### src/hdl/sbgr_pkg.sv
// Function
// RL1: each sequence B conversion loads its 12-bit value into bits 15:4, replacing the old one.
// RL2: conversions of any other sequence leave the register untouched.
// RL3: the result is an unsigned fraction of the reference span, 0 at the bottom, 0xfff at the top.
// RL4: bit 31 goes to 1 at the end of each conversion, when the new value is loaded.
// RL5: any bus read of the register clears bit 31; a read in the same cycle as a load leaves it set.
// RL6: bit 30 is set when a value is loaded while bit 31 is still 1.
// RL7: the same read that clears bit 31 clears bit 30.
// RL8: bit 30 feeds the overrun request only with mode bit 0 and the overrun enable on.
// RL9: bit 31 raises the conversion-complete request with mode bit 0 and its enable on.
// RL10: bits 17:16 give 0 in range, 1 below low, 2 above high, never 3.
// RL11: crossing compares only against the low threshold, old sample against new, per channel.
// RL12: bits 19:18 give 0 for no change, 2 for downward, 3 for upward, never 1.
// RL13: bits 29:26 hold the channel number that produced the stored result.
// RL14: software writes no ones to bits 3:0 and 25:20 and ignores what they read.
// RL15: the register ignores writes, and both flags read 0 after reset.
package sbgr_pkg;

   // byte addresses on the peripheral bus
   localparam logic [31:0] ADDR_GLOBAL_RESULT = 32'h4001c014;
   localparam logic [31:0] ADDR_SEQ_B_CONTROL = 32'h4001c100;
   localparam logic [31:0] ADDR_LOW_THRESHOLD = 32'h4001c104;
   localparam logic [31:0] ADDR_HIGH_THRESHOLD = 32'h4001c108;
   localparam logic [31:0] ADDR_INT_STATUS = 32'h4001c10c;
   localparam logic [31:0] ADDR_INT_MASK = 32'h4001c110;

   // result word field positions
   localparam int RESULT_LSB = 4;
   localparam int RANGE_LSB = 16;
   localparam int CROSS_LSB = 18;
   localparam int CHAN_LSB = 26;
   localparam int OVERRUN_BIT = 30;
   localparam int FRESH_BIT = 31;

   // control word bits
   localparam int CTRL_MODE_BIT = 0;
   localparam int CTRL_DONE_EN_BIT = 1;
   localparam int CTRL_OVR_EN_BIT = 2;

   // interrupt status and mask bits
   localparam int INT_DONE_BIT = 0;
   localparam int INT_OVR_BIT = 1;

   // reset values
   localparam logic [2:0] CTRL_RESET = 3'h0;
   localparam logic [11:0] LOW_RESET = 12'h000;
   localparam logic [11:0] HIGH_RESET = 12'hfff;
   localparam logic [1:0] INT_RESET = 2'h0;

   // codes
   localparam logic [1:0] RANGE_IN = 2'h0;
   localparam logic [1:0] RANGE_BELOW = 2'h1;
   localparam logic [1:0] RANGE_ABOVE = 2'h2;
   localparam logic [1:0] CROSS_NONE = 2'h0;
   localparam logic [1:0] CROSS_DOWN = 2'h2;
   localparam logic [1:0] CROSS_UP = 2'h3;

   // one completed conversion from the sequencer
   typedef struct packed {
      logic done;
      logic seq_b;
      logic [3:0] channel;
      logic [11:0] result;
   } sbgr_conv_s;

   // threshold comparison outcome
   typedef struct packed {
      logic [1:0] range_code;
      logic [1:0] cross_code;
   } sbgr_cmp_s;

endpackage

### src/hdl/sbgr_ahb_slave.sv
`timescale 1ns/10ps
module sbgr_ahb_slave
   import sbgr_pkg::*;
(
   // clock and reset
   input wire logic clock,
   input wire logic rst_n,
   // ahb-lite slave side
   input wire logic hsel,
   input wire logic [31:0] haddr,
   input wire logic [1:0] htrans,
   input wire logic hwrite,
   input wire logic [2:0] hsize,
   input wire logic hready,
   output logic hreadyout,
   output logic hresp,
   // register side strobes
   output logic rd_stb,
   output logic [31:0] rd_addr,
   output logic wr_stb,
   output logic [31:0] wr_addr
);

   logic accept;
   logic wr_pend_reg;
   logic [31:0] wr_addr_reg;

   // address phase accepted on nonseq or seq; zero wait states, always okay
   assign accept = hsel && hready && htrans[1];
   assign rd_stb = accept && !hwrite;
   assign rd_addr = haddr;
   assign hreadyout = 1'b1;
   assign hresp = 1'b0;
   assign wr_stb = wr_pend_reg;
   assign wr_addr = wr_addr_reg;

   // write address kept for the data phase, where hwdata stands
   always_ff @(posedge clock or negedge rst_n)
   begin
      if (!rst_n)
      begin
         wr_pend_reg <= 1'b0;
         wr_addr_reg <= 32'h00000000;
      end
      else
      begin
         wr_pend_reg <= accept && hwrite;
         if (accept)
            wr_addr_reg <= haddr;
      end
   end

endmodule

### src/hdl/sbgr_threshold_cmp.sv
`timescale 1ns/10ps
module sbgr_threshold_cmp
   import sbgr_pkg::*;
#(
   parameter int CHANNELS = 12
)
(
   // clock and reset
   input wire logic clock,
   input wire logic rst_n,
   // sample and thresholds
   input wire logic load,
   input wire logic [3:0] channel,
   input wire logic [11:0] result,
   input wire logic [11:0] low_threshold,
   input wire logic [11:0] high_threshold,
   // codes for the sample now offered
   output sbgr_cmp_s cmp
);

   logic [CHANNELS-1:0] below_reg;
   logic [CHANNELS-1:0] seen_reg;
   logic below_now;
   logic below_prev;
   logic seen_prev;
   logic chan_ok;

   assign chan_ok = 32'(channel) < CHANNELS;
   assign below_now = result < low_threshold;
   assign below_prev = chan_ok ? below_reg[channel] : 1'b0;
   assign seen_prev = chan_ok ? seen_reg[channel] : 1'b0;

   // range and crossing codes; a first sample on a channel has no crossing
   always_comb
   begin
      if (below_now)
         cmp.range_code = RANGE_BELOW; // [RL10]
      else if (result > high_threshold)
         cmp.range_code = RANGE_ABOVE; // [RL10]
      else
         cmp.range_code = RANGE_IN; // [RL10]
      if (!seen_prev || below_prev == below_now)
         cmp.cross_code = CROSS_NONE; // [RL11] [RL12]
      else if (below_now)
         cmp.cross_code = CROSS_DOWN; // [RL11] [RL12]
      else
         cmp.cross_code = CROSS_UP; // [RL11] [RL12]
   end

   // per-channel history against the low threshold only
   always_ff @(posedge clock or negedge rst_n)
   begin
      if (!rst_n)
      begin
         below_reg <= '0;
         seen_reg <= '0;
      end
      else if (load && chan_ok)
      begin
         below_reg[channel] <= below_now; // [RL11]
         seen_reg[channel] <= 1'b1;
      end
   end
endmodule

### src/hdl/sbgr_global_result.sv
`timescale 1ns/10ps
module sbgr_global_result
   import sbgr_pkg::*;
#(
   parameter int CHANNELS = 12
)
(
   // clock and reset
   input wire logic clock,
   input wire logic rst_n,
   // ahb-lite slave
   input wire logic hsel,
   input wire logic [31:0] haddr,
   input wire logic [1:0] htrans,
   input wire logic hwrite,
   input wire logic [2:0] hsize,
   input wire logic hready,
   input wire logic [31:0] hwdata,
   output logic [31:0] hrdata,
   output logic hreadyout,
   output logic hresp,
   // completed conversions from the sequencer
   input wire sbgr_conv_s conv,
   // interrupt requests
   output logic done_req,
   output logic overrun_req,
   output logic irq
);

   logic rd_stb;
   logic [31:0] rd_addr;
   logic wr_stb;
   logic [31:0] wr_addr;
   logic load;
   logic rd_gdat;
   sbgr_cmp_s cmp;
   logic [11:0] result_reg;
   logic [3:0] chan_reg;
   logic [1:0] range_reg;
   logic [1:0] cross_reg;
   logic fresh_reg;
   logic overrun_reg;
   logic [2:0] ctrl_reg;
   logic [11:0] low_reg;
   logic [11:0] high_reg;
   logic [1:0] status_reg;
   logic [1:0] mask_reg;
   logic [1:0] events;
   logic [31:0] gdat_word;
   logic [31:0] rd_word;
   logic [31:0] hrdata_reg;
   logic mode_zero;

   // bus slave
   sbgr_ahb_slave sbgr_ahb_slave_i
   (
      .clock(clock),
      .rst_n(rst_n),
      .hsel(hsel),
      .haddr(haddr),
      .htrans(htrans),
      .hwrite(hwrite),
      .hsize(hsize),
      .hready(hready),
      .hreadyout(hreadyout),
      .hresp(hresp),
      .rd_stb(rd_stb),
      .rd_addr(rd_addr),
      .wr_stb(wr_stb),
      .wr_addr(wr_addr)
   );

   // threshold range and crossing logic
   sbgr_threshold_cmp #(
      .CHANNELS(CHANNELS)
   ) sbgr_threshold_cmp_i
   (
      .clock(clock),
      .rst_n(rst_n),
      .load(load),
      .channel(conv.channel),
      .result(conv.result),
      .low_threshold(low_reg),
      .high_threshold(high_reg),
      .cmp(cmp)
   );

   // only sequence b conversions are captured
   assign load = conv.done && conv.seq_b; // [RL2]
   assign rd_gdat = rd_stb && rd_addr == ADDR_GLOBAL_RESULT;
   assign mode_zero = !ctrl_reg[CTRL_MODE_BIT];

   // captured conversion fields, overwritten on each load
   always_ff @(posedge clock or negedge rst_n)
   begin
      if (!rst_n)
      begin
         result_reg <= 12'h000;
         chan_reg <= 4'h0;
         range_reg <= RANGE_IN;
         cross_reg <= CROSS_NONE;
      end
      else if (load)
      begin
         result_reg <= conv.result; // [RL1] [RL3]
         chan_reg <= conv.channel; // [RL13]
         range_reg <= cmp.range_code; // [RL10]
         cross_reg <= cmp.cross_code; // [RL12]
      end
   end

   // fresh flag: set on load, cleared by a read; a load wins over a read
   always_ff @(posedge clock or negedge rst_n)
   begin
      if (!rst_n)
         fresh_reg <= 1'b0; // [RL15]
      else if (load)
         fresh_reg <= 1'b1; // [RL4]
      else if (rd_gdat)
         fresh_reg <= 1'b0; // [RL5]
   end

   // overrun flag: set on a load over an unread result, cleared by the same read
   always_ff @(posedge clock or negedge rst_n)
   begin
      if (!rst_n)
         overrun_reg <= 1'b0; // [RL15]
      else if (load && fresh_reg)
         overrun_reg <= 1'b1; // [RL6]
      else if (rd_gdat)
         overrun_reg <= 1'b0; // [RL7]
   end

   // software-written control and thresholds
   always_ff @(posedge clock or negedge rst_n)
   begin
      if (!rst_n)
      begin
         ctrl_reg <= CTRL_RESET;
         low_reg <= LOW_RESET;
         high_reg <= HIGH_RESET;
         mask_reg <= INT_RESET;
      end
      else if (wr_stb)
      begin
         case (wr_addr)
            ADDR_SEQ_B_CONTROL: ctrl_reg <= hwdata[2:0];
            ADDR_LOW_THRESHOLD: low_reg <= hwdata[RESULT_LSB +: 12];
            ADDR_HIGH_THRESHOLD: high_reg <= hwdata[RESULT_LSB +: 12];
            ADDR_INT_MASK: mask_reg <= hwdata[1:0];
            default: ctrl_reg <= ctrl_reg; // result word is read-only [RL15]
         endcase
      end
   end

   // sticky events, only in per-conversion mode with the matching enable
   always_comb
   begin
      events = 2'h0;
      events[INT_DONE_BIT] = load && mode_zero && ctrl_reg[CTRL_DONE_EN_BIT];
      events[INT_OVR_BIT] = load && fresh_reg && mode_zero && ctrl_reg[CTRL_OVR_EN_BIT];
   end

   // status cleared by writing ones; a new event wins over the clear
   always_ff @(posedge clock or negedge rst_n)
   begin
      if (!rst_n)
         status_reg <= INT_RESET;
      else if (wr_stb && wr_addr == ADDR_INT_STATUS)
         status_reg <= (status_reg & ~hwdata[1:0]) | events;
      else
         status_reg <= status_reg | events;
   end

   // request levels and the single interrupt line
   assign done_req = fresh_reg && mode_zero && ctrl_reg[CTRL_DONE_EN_BIT]; // [RL9]
   assign overrun_req = overrun_reg && mode_zero && ctrl_reg[CTRL_OVR_EN_BIT]; // [RL8]
   assign irq = |(status_reg & mask_reg);

   // result word; reserved bits read as zero
   always_comb
   begin
      gdat_word = 32'h00000000;
      gdat_word[RESULT_LSB +: 12] = result_reg;
      gdat_word[RANGE_LSB +: 2] = range_reg;
      gdat_word[CROSS_LSB +: 2] = cross_reg;
      gdat_word[CHAN_LSB +: 4] = chan_reg;
      gdat_word[OVERRUN_BIT] = overrun_reg;
      gdat_word[FRESH_BIT] = fresh_reg;
   end

   // read mux; unmapped addresses read zero
   always_comb
   begin
      rd_word = 32'h00000000;
      case (rd_addr)
         ADDR_GLOBAL_RESULT: rd_word = gdat_word;
         ADDR_SEQ_B_CONTROL: rd_word[2:0] = ctrl_reg;
         ADDR_LOW_THRESHOLD: rd_word[RESULT_LSB +: 12] = low_reg;
         ADDR_HIGH_THRESHOLD: rd_word[RESULT_LSB +: 12] = high_reg;
         ADDR_INT_STATUS: rd_word[1:0] = status_reg;
         ADDR_INT_MASK: rd_word[1:0] = mask_reg;
         default: rd_word = 32'h00000000;
      endcase
   end

   // read data captured at the address phase, presented in the data phase
   always_ff @(posedge clock or negedge rst_n)
   begin
      if (!rst_n)
         hrdata_reg <= 32'h00000000;
      else if (rd_stb)
         hrdata_reg <= rd_word;
   end

   assign hrdata = hrdata_reg;
endmodule

### config.mk
export PLATFORM = sky130hd
export DESIGN_NAME = sbgr_global_result
export DESIGN_NICKNAME = d
export VERILOG_FILES = /design/src/hdl/sbgr_pkg.sv /design/src/hdl/sbgr_ahb_slave.sv /design/src/hdl/sbgr_threshold_cmp.sv /design/src/hdl/sbgr_global_result.sv
export SDC_FILE = /design/constraint.sdc
export NUM_CORES = 1
export LEC_CHECK = 0
export ABC_AREA = 1
export BUFFER_PORTS_ARGS = -buffer_cell sky130_fd_sc_hd__clkbuf_2
export CAP_MARGIN = 15
export CORE_MARGIN = 2
export CORE_UTILIZATION = 45
export DETAILED_ROUTE_END_ITERATION = 6
export PLACE_DENSITY_LB_ADDON = 0.25
export SLEW_MARGIN = 0
export SYNTH_ARGS = -nofsm -noshare
export SYNTH_HDL_FRONTEND = slang
export SYNTH_SLANG_ARGS = --single-unit
### constraint.sdc
create_clock -name clock -period 3.9 [get_ports clock]
set_input_delay 0 -clock clock [delete_from_list [all_inputs] [get_ports clock]]
set_output_delay 0 -clock clock [all_outputs]
set_load 0.02 [all_outputs]
==> results.json, run 1 <==
{
  "status": "completed",
  "hold_viol_final": 0,
  "drt-initial-drc-count": 442,
  "grt.overflow.total": 0,
  "ctsHoldBuffers": 63,
  "crit_buf_inv": 3,
  "vias": 6073,
  "clk_pin_slew_ps": 60,
  "critPathLaunchType": "primary input",
  "avgSynthCellArea_sq_um": 7.81,
  "ctsLongestPathBuffers": 2,
  "layout_common_cells": "nand2_1 (338), dfrtp_1 (123), nand3_1 (109), clkbuf_2 (97), inv_1 (76)",
  "synth_cell_types": 32,
  "syn_area_sq_um": 6990,
  "wl_um": 16900,
  "final_common_cell": "nand2_1",
  "port_buffers": 98,
  "clock.fmax_ghz": 0.524,
  "path_max_fanout": 43,
  "cts_tree": "built",
  "dieWidth_um": 129,
  "root_buffer": "clkbuf_16",
  "io_pins": 129,
  "antenna_found_initial": 0,
  "ys_ff_latch": 135,
  "cts_buffers": 17,
  "period_needed_ps": 1910,
  "grt_max_degree": 110,
  "path_cells": "dlygate4sd3_1 -> clkbuf_2 -> inv_2 -> nand2_1 -> nor2_1 -> nand3_1 -> nor2_4 -> nand3_1 -> nand3_1 -> nand2_1 -> nand2_1",
  "cts_resized": 0,
  "fill_cells": 1405,
  "finalClockSkew_ps": 8.93,
  "dr_wl_met3_um": 794,
  "vdd_drop_max_v": 0.000326,
  "syn_to_final_growth_pct": 25.2,
  "diodes": 0,
  "totalPowerFinal_mw": 3.59,
  "relSlewSlack": 0.300,
  "rsz0062_at_grt": "false",
  "core.rowCount": 45,
  "hp-class": "primary input to register",
  "die_h_um": 129,
  "crit_family": "simple AND/OR/NAND/NOR gates",
  "postCtsSetupRepairBufs": 0,
  "die_area_sq_um": 16600,
  "grt_pass1_vias": 5915,
  "syn_inst": 895,
  "slew_viol_final": 0,
  "p_per_area_nw_per_um2": 411,
  "first_pass_iters": 5,
  "layout-drive-gt1-share": 0.172,
  "wl_met2_um": 7760,
  "detail-route-antenna-nets": 0,
  "worstPathRequired_ps": 4260,
  "clkSinkCount": 135,
  "top_layer": "met4",
  "worstMarginPinSlew_ps": 1050,
  "fin_crit_sh": 0.489,
  "cp-end-kind": "register",
  "insertion_delay_ps": 420,
  "maxCapViolCount": 0,
  "ys_seq_area_frac": 0.485,
  "setup_viol": 0,
  "gr-usage-all-layers": 0.220,
  "crit_slowest_cell": "nor2_4",
  "avgRoutedWirePerCell_um": 13.6,
  "tns_ps": 0,
  "fin_nets": 1158,
  "dpl.hpwl_um": 11400,
  "p_leak_nw": 4.74,
  "grt_first_pass_wirelength_um": 28600,
  "largest_register_ffs": 32,
  "routed_via_density": 4.89,
  "criticalPathCategory": "primary input to register",
  "synth_warnings": 0,
  "gp_congestion": 0.871,
  "max_stage_delay_ps": 690,
  "crit_arrival_ps": 2270,
  "drc": 0,
  "coreArea_sq_um": 15200,
  "htree_levels": 4,
  "start_util": 0.460,
  "wl_met1_um": 8030
}
==> synth_stat cells <==
library cell,instances,area [sq um]
nand2_2,4,25.0
inv_2,8,30.0
nor2_1,54,203
nor2_4,5,56.3
nor4_1,1,6.26
buf_6,2,22.5
nor3_2,2,20.0
o21ai_1,7,35.0
a21oi_1,15,75.1
nand3_2,3,30.0
nor2_2,5,31.3
buf_2,8,40.0
clkbuf_1,12,45.0
clkbuf_2,1,5.00
conb_1,2,7.51
o21a_1,1,7.51
o21bai_1,1,7.51
dfstp_2,12,315
nand3_1,109,546
ha_1,23,288
mux2_2,11,124
o21ai_0,36,180
nand2_1,338,1270
buf_4,19,143
and2_1,1,6.26
nor3b_4,1,18.8
nand4_1,8,50.1
inv_1,76,285
a22o_1,1,8.76
dfrtp_1,123,3080
nand3b_1,2,15.0
nor3_1,4,20.0
==> final timing paths <==
path | from | end | slack (ps) | depth (start not counted)
hold reg to reg | sbgr_threshold_cmp_i.seen_reg[4] | sbgr_threshold_cmp_i.seen_reg[4] | 460 | 2
max in group asynchronous | rst_n | high_reg[0] | 2650 | 3
min in group asynchronous | rst_n | sbgr_threshold_cmp_i.seen_reg[11] | 290 | 2
setup / recovery | haddr[21] | hrdata[15] | 1990 | 11
hold / removal | conv[16] | fresh_reg | 80 | 4
setup reg to reg | low_reg[9] | range_reg[1] | 2040 | 10
==> through the flow <==
step	area (sq um)	utilization	worst slack [ps]	instances	hold slack, ps
floorplan	7020	-	2330	902	-296
global placement	7520	0.495	1830	1149	215
detailed placement	7520	0.495	1770	1149	210
CTS	8750	0.576	2020	1243	70.1
global route	8750	0.576	1780	1243	113
finish	8750	0.576	1990	1243	77.6
==> report_power, final <==
group / internal (mW) / leakage [nW] / switching (mW)
clock network: 1.04 / 0.286 / 0.607
registers: 1.51 / 1.56 / 0.0648
logic: 0.165 / 2.89 / 0.208
==> area by class of cell <==
cell class	instances	area (sq um)	share of cell area
inverter	84	315	0.0360
sequential	135	3390	0.388
clock inverter	10	144	0.0164
tap	188	235	0.0269
clock buffer	21	460	0.0526
timing repair buffer	164	1150	0.131
multi-input combinational	641	3060	0.349
==> worst min-delay path, delay by kind of cell <==
| kind | cells | cell delay (ps) |
|---|---|---|
| buf+inv | 2 | 300 |
| compound gates | 1 | 110 |
| simple gates | 1 | 40 |
==> logic make-up after synthesis <==
kind of cell / count (synthesis) / share of synthesized area
fa+ha+maj: 23 / 0.0412
simple gates: 537 / 0.328
flops: 135 / 0.485
mux: 11 / 0.0177
buf+inv: 126 / 0.0816
other cells: 2 / 0.00107
compound gates: 61 / 0.0449
==> routing by layer <==
metal / vias to the layer above / GRT usage
li1: 3114 / -
met1: 2772 / 0.307
met2: 160 / 0.341
met3: 27 / 0.0466
met4: 0 / 0.0767
met5: - / 0
(Power assumes the default switching activity.)
==> inputs of run 2 (changes only) <==
==> constraint.sdc (replaced) <==
create_clock -name clock -period 1.6 [get_ports clock]
set_input_delay 0 -clock clock [delete_from_list [all_inputs] [get_ports clock]]
set_output_delay 0 -clock clock [all_outputs]
set_load 0.02 [all_outputs]
==> results.json, run 2 (synthesis gave the netlist of run 1 again) <==
{
  "status": "finished, violations left",
  "violations": "setup timing",
  "clock.fmax_ghz": 0.602,
  "gr-usage-all-layers": 0.227,
  "slew_viol_final": 0,
  "period_needed_ps": 1660,
  "crit_slowest_cell": "dfrtp_1",
  "grt_first_pass_wirelength_um": 29500,
  "vias": 6457,
  "fin_nets": 1198,
  "path_cells": "inv_1 -> ha_1 -> nand2_1 -> nand2_1 -> nand2_1 -> nand2_1 -> nand2_1 -> nand2_2 -> inv_2 -> nand2_4 -> clkbuf_16 -> o21ai_2",
  "insertion_delay_ps": 430,
  "drt-initial-drc-count": 544,
  "diodes": 0,
  "grt.overflow.total": 0,
  "crit_arrival_ps": 2020,
  "min_to": "sbgr_ahb_slave_i.wr_addr[12]",
  "worstMarginPinSlew_ps": 632,
  "cpMostUsedCell": "nand2_1",
  "hp-class": "primary input to register",
  "vdd_drop_max_v": 0.000782,
  "routed_via_density": 5.03,
  "io_pins": 129,
  "p_per_area_nw_per_um2": 957,
  "gp_congestion": 0.917,
  "first_pass_iters": 6,
  "fin_util": 0.623,
  "layout_common_cells": "nand2_1 (329), dfrtp_1 (123), nand3_1 (105), clkbuf_2 (97), inv_1 (68)",
  "layout-drive-gt1-share": 0.253,
  "placed_cells": 1184,
  "crit_family": "simple AND/OR/NAND/NOR gates",
  "relSlewSlack": 0.578,
  "hold_viol_final": 0,
  "antenna_found_initial": 0,
  "path_max_fanout": 6,
  "drc": 0,
  "cts_buffers": 17,
  "grt_pass1_vias": 6070,
  "cp-startpoint": "low_reg[5]",
  "coreArea_sq_um": 15200,
  "fin_area_sq_um": 9470,
  "grt_max_degree": 49,
  "hp-start": "hready",
  "critPathLaunchType": "register",
  "reg2reg_slack_ps": -60,
  "cts_tree": "built",
  "crit_buf_inv": 3,
  "finalClockSkew_ps": 8.79,
  "setup_ws_ps": -61.7,
  "detail-route-antenna-nets": 0,
  "totalPowerFinal_mw": 9.06,
  "clk_pin_slew_ps": 60,
  "min_path_cells": 4,
  "dieWidth_um": 129,
  "place_area_sq_um": 7830,
  "r2r-end": "sbgr_threshold_cmp_i.below_reg[8]",
  "fin_crit_sh": 1.04,
  "cp-end-kind": "register",
  "core.rowCount": 45,
  "rsz0062_at_grt": "true",
  "root_buffer": "clkbuf_16",
  "r2r_start": "low_reg[5]",
  "clkSinkCount": 135,
  "criticalPathCategory": "register to register",
  "ctsLongestPathBuffers": 2,
  "p_leak_nw": 5.01,
  "dp_worst_setup_slack_ps": -36.1,
  "die_h_um": 129,
  "post_layout_nonfiller_instances": 1284,
  "port_buffers": 98,
  "max_stage_delay_ps": 350,
  "wl_um": 18500,
  "htree_levels": 4,
  "fill_cells": 1303,
  "worstPathRequired_ps": 1960,
  "largest_register_ffs": 32,
  "r2r_cells": 12,
  "dpl.hpwl_um": 12300,
  "setup_viol": 13,
  "start_util": 0.460,
  "final_common_cell": "nand2_1",
  "die_area_sq_um": 16600,
  "syn_to_final_growth_pct": 35.4,
  "avgRoutedWirePerCell_um": 14.4,
  "maxCapViolCount": 0
}
==> run 2: cell count changes in the layout (fill, tap and decap cells not counted), sizes merged <==
cell,previous run,this run
dlygate4sd3,63,65
buf,4,41
clkbuf,118,120
==> run 2: metrics by stage <==
| stage | hold WS [ps] | TNS (ps) |
|---|---|---|
| after floorplan | -296 | 0 |
| after global placement | -26.5 | 0 |
| after detailed placement | -26.3 | -157 |
| after CTS | 27.5 | -9.16 |
| after global routing | 80.1 | -2760 |
| final | 37.5 | -511 |
==> run 2: worst register-to-register path: cells and delay by family, from the launching register on <==
kind / cells / cell delay [ps]
compound gates: 1 / 110
fa+ha+maj: 1 / 290
buf+inv: 3 / 300
flops: 1 / 350
simple gates: 7 / 540
==> run 2: metal layers <==
layer,up-vias,routed length (um),track usage
li1,3204,-,-
met1,3013,8640,0.320
met2,202,8500,0.351
met3,38,902,0.0424
met4,0,432,0.0844
met5,-,0,0
==> run 2: area by class of cell <==
type                       instances  area, sq um  share of cell area
sequential                       135         3390               0.358
multi-input combinational        641         3340               0.353
tap                              188          235              0.0248
clock inverter                    10          140              0.0148
clock buffer                      22          494              0.0522
inverter                          84          315              0.0333
timing repair buffer             204         1550               0.164
==> run 2: worst max path at each step <==
stage,endpoint,slack [ps],cells past startpoint
after floorplan,range_reg[0],30,10
after global placement,sbgr_threshold_cmp_i.below_reg[0],10,10
after detailed placement,sbgr_threshold_cmp_i.below_reg[4],-40,10
after CTS,sbgr_threshold_cmp_i.below_reg[4],-9,10
after global routing,sbgr_threshold_cmp_i.below_reg[0],-160,12
final,sbgr_threshold_cmp_i.below_reg[8],-60,12
==> run 2: what timing repair did <==
| action | CTS | global route |
|---|---|---|
| gates cloned | 0 | 1 |
| pin swaps | 1 | 24 |
| hold buffers | 65 | 0 |
| gates resized for setup | 3 | 71 |
| hold endpoints to repair | 204 | 0 |
| setup buffers | 0 | 2 |
| endpoints found under the setup margin | 19 | 48 |
==> run 2: power by group <==
group	switching (mW)	internal, mW	leakage, nW
sequential	0.155	3.68	1.56
combinational	0.569	0.468	3.14
clock	1.52	2.66	0.305
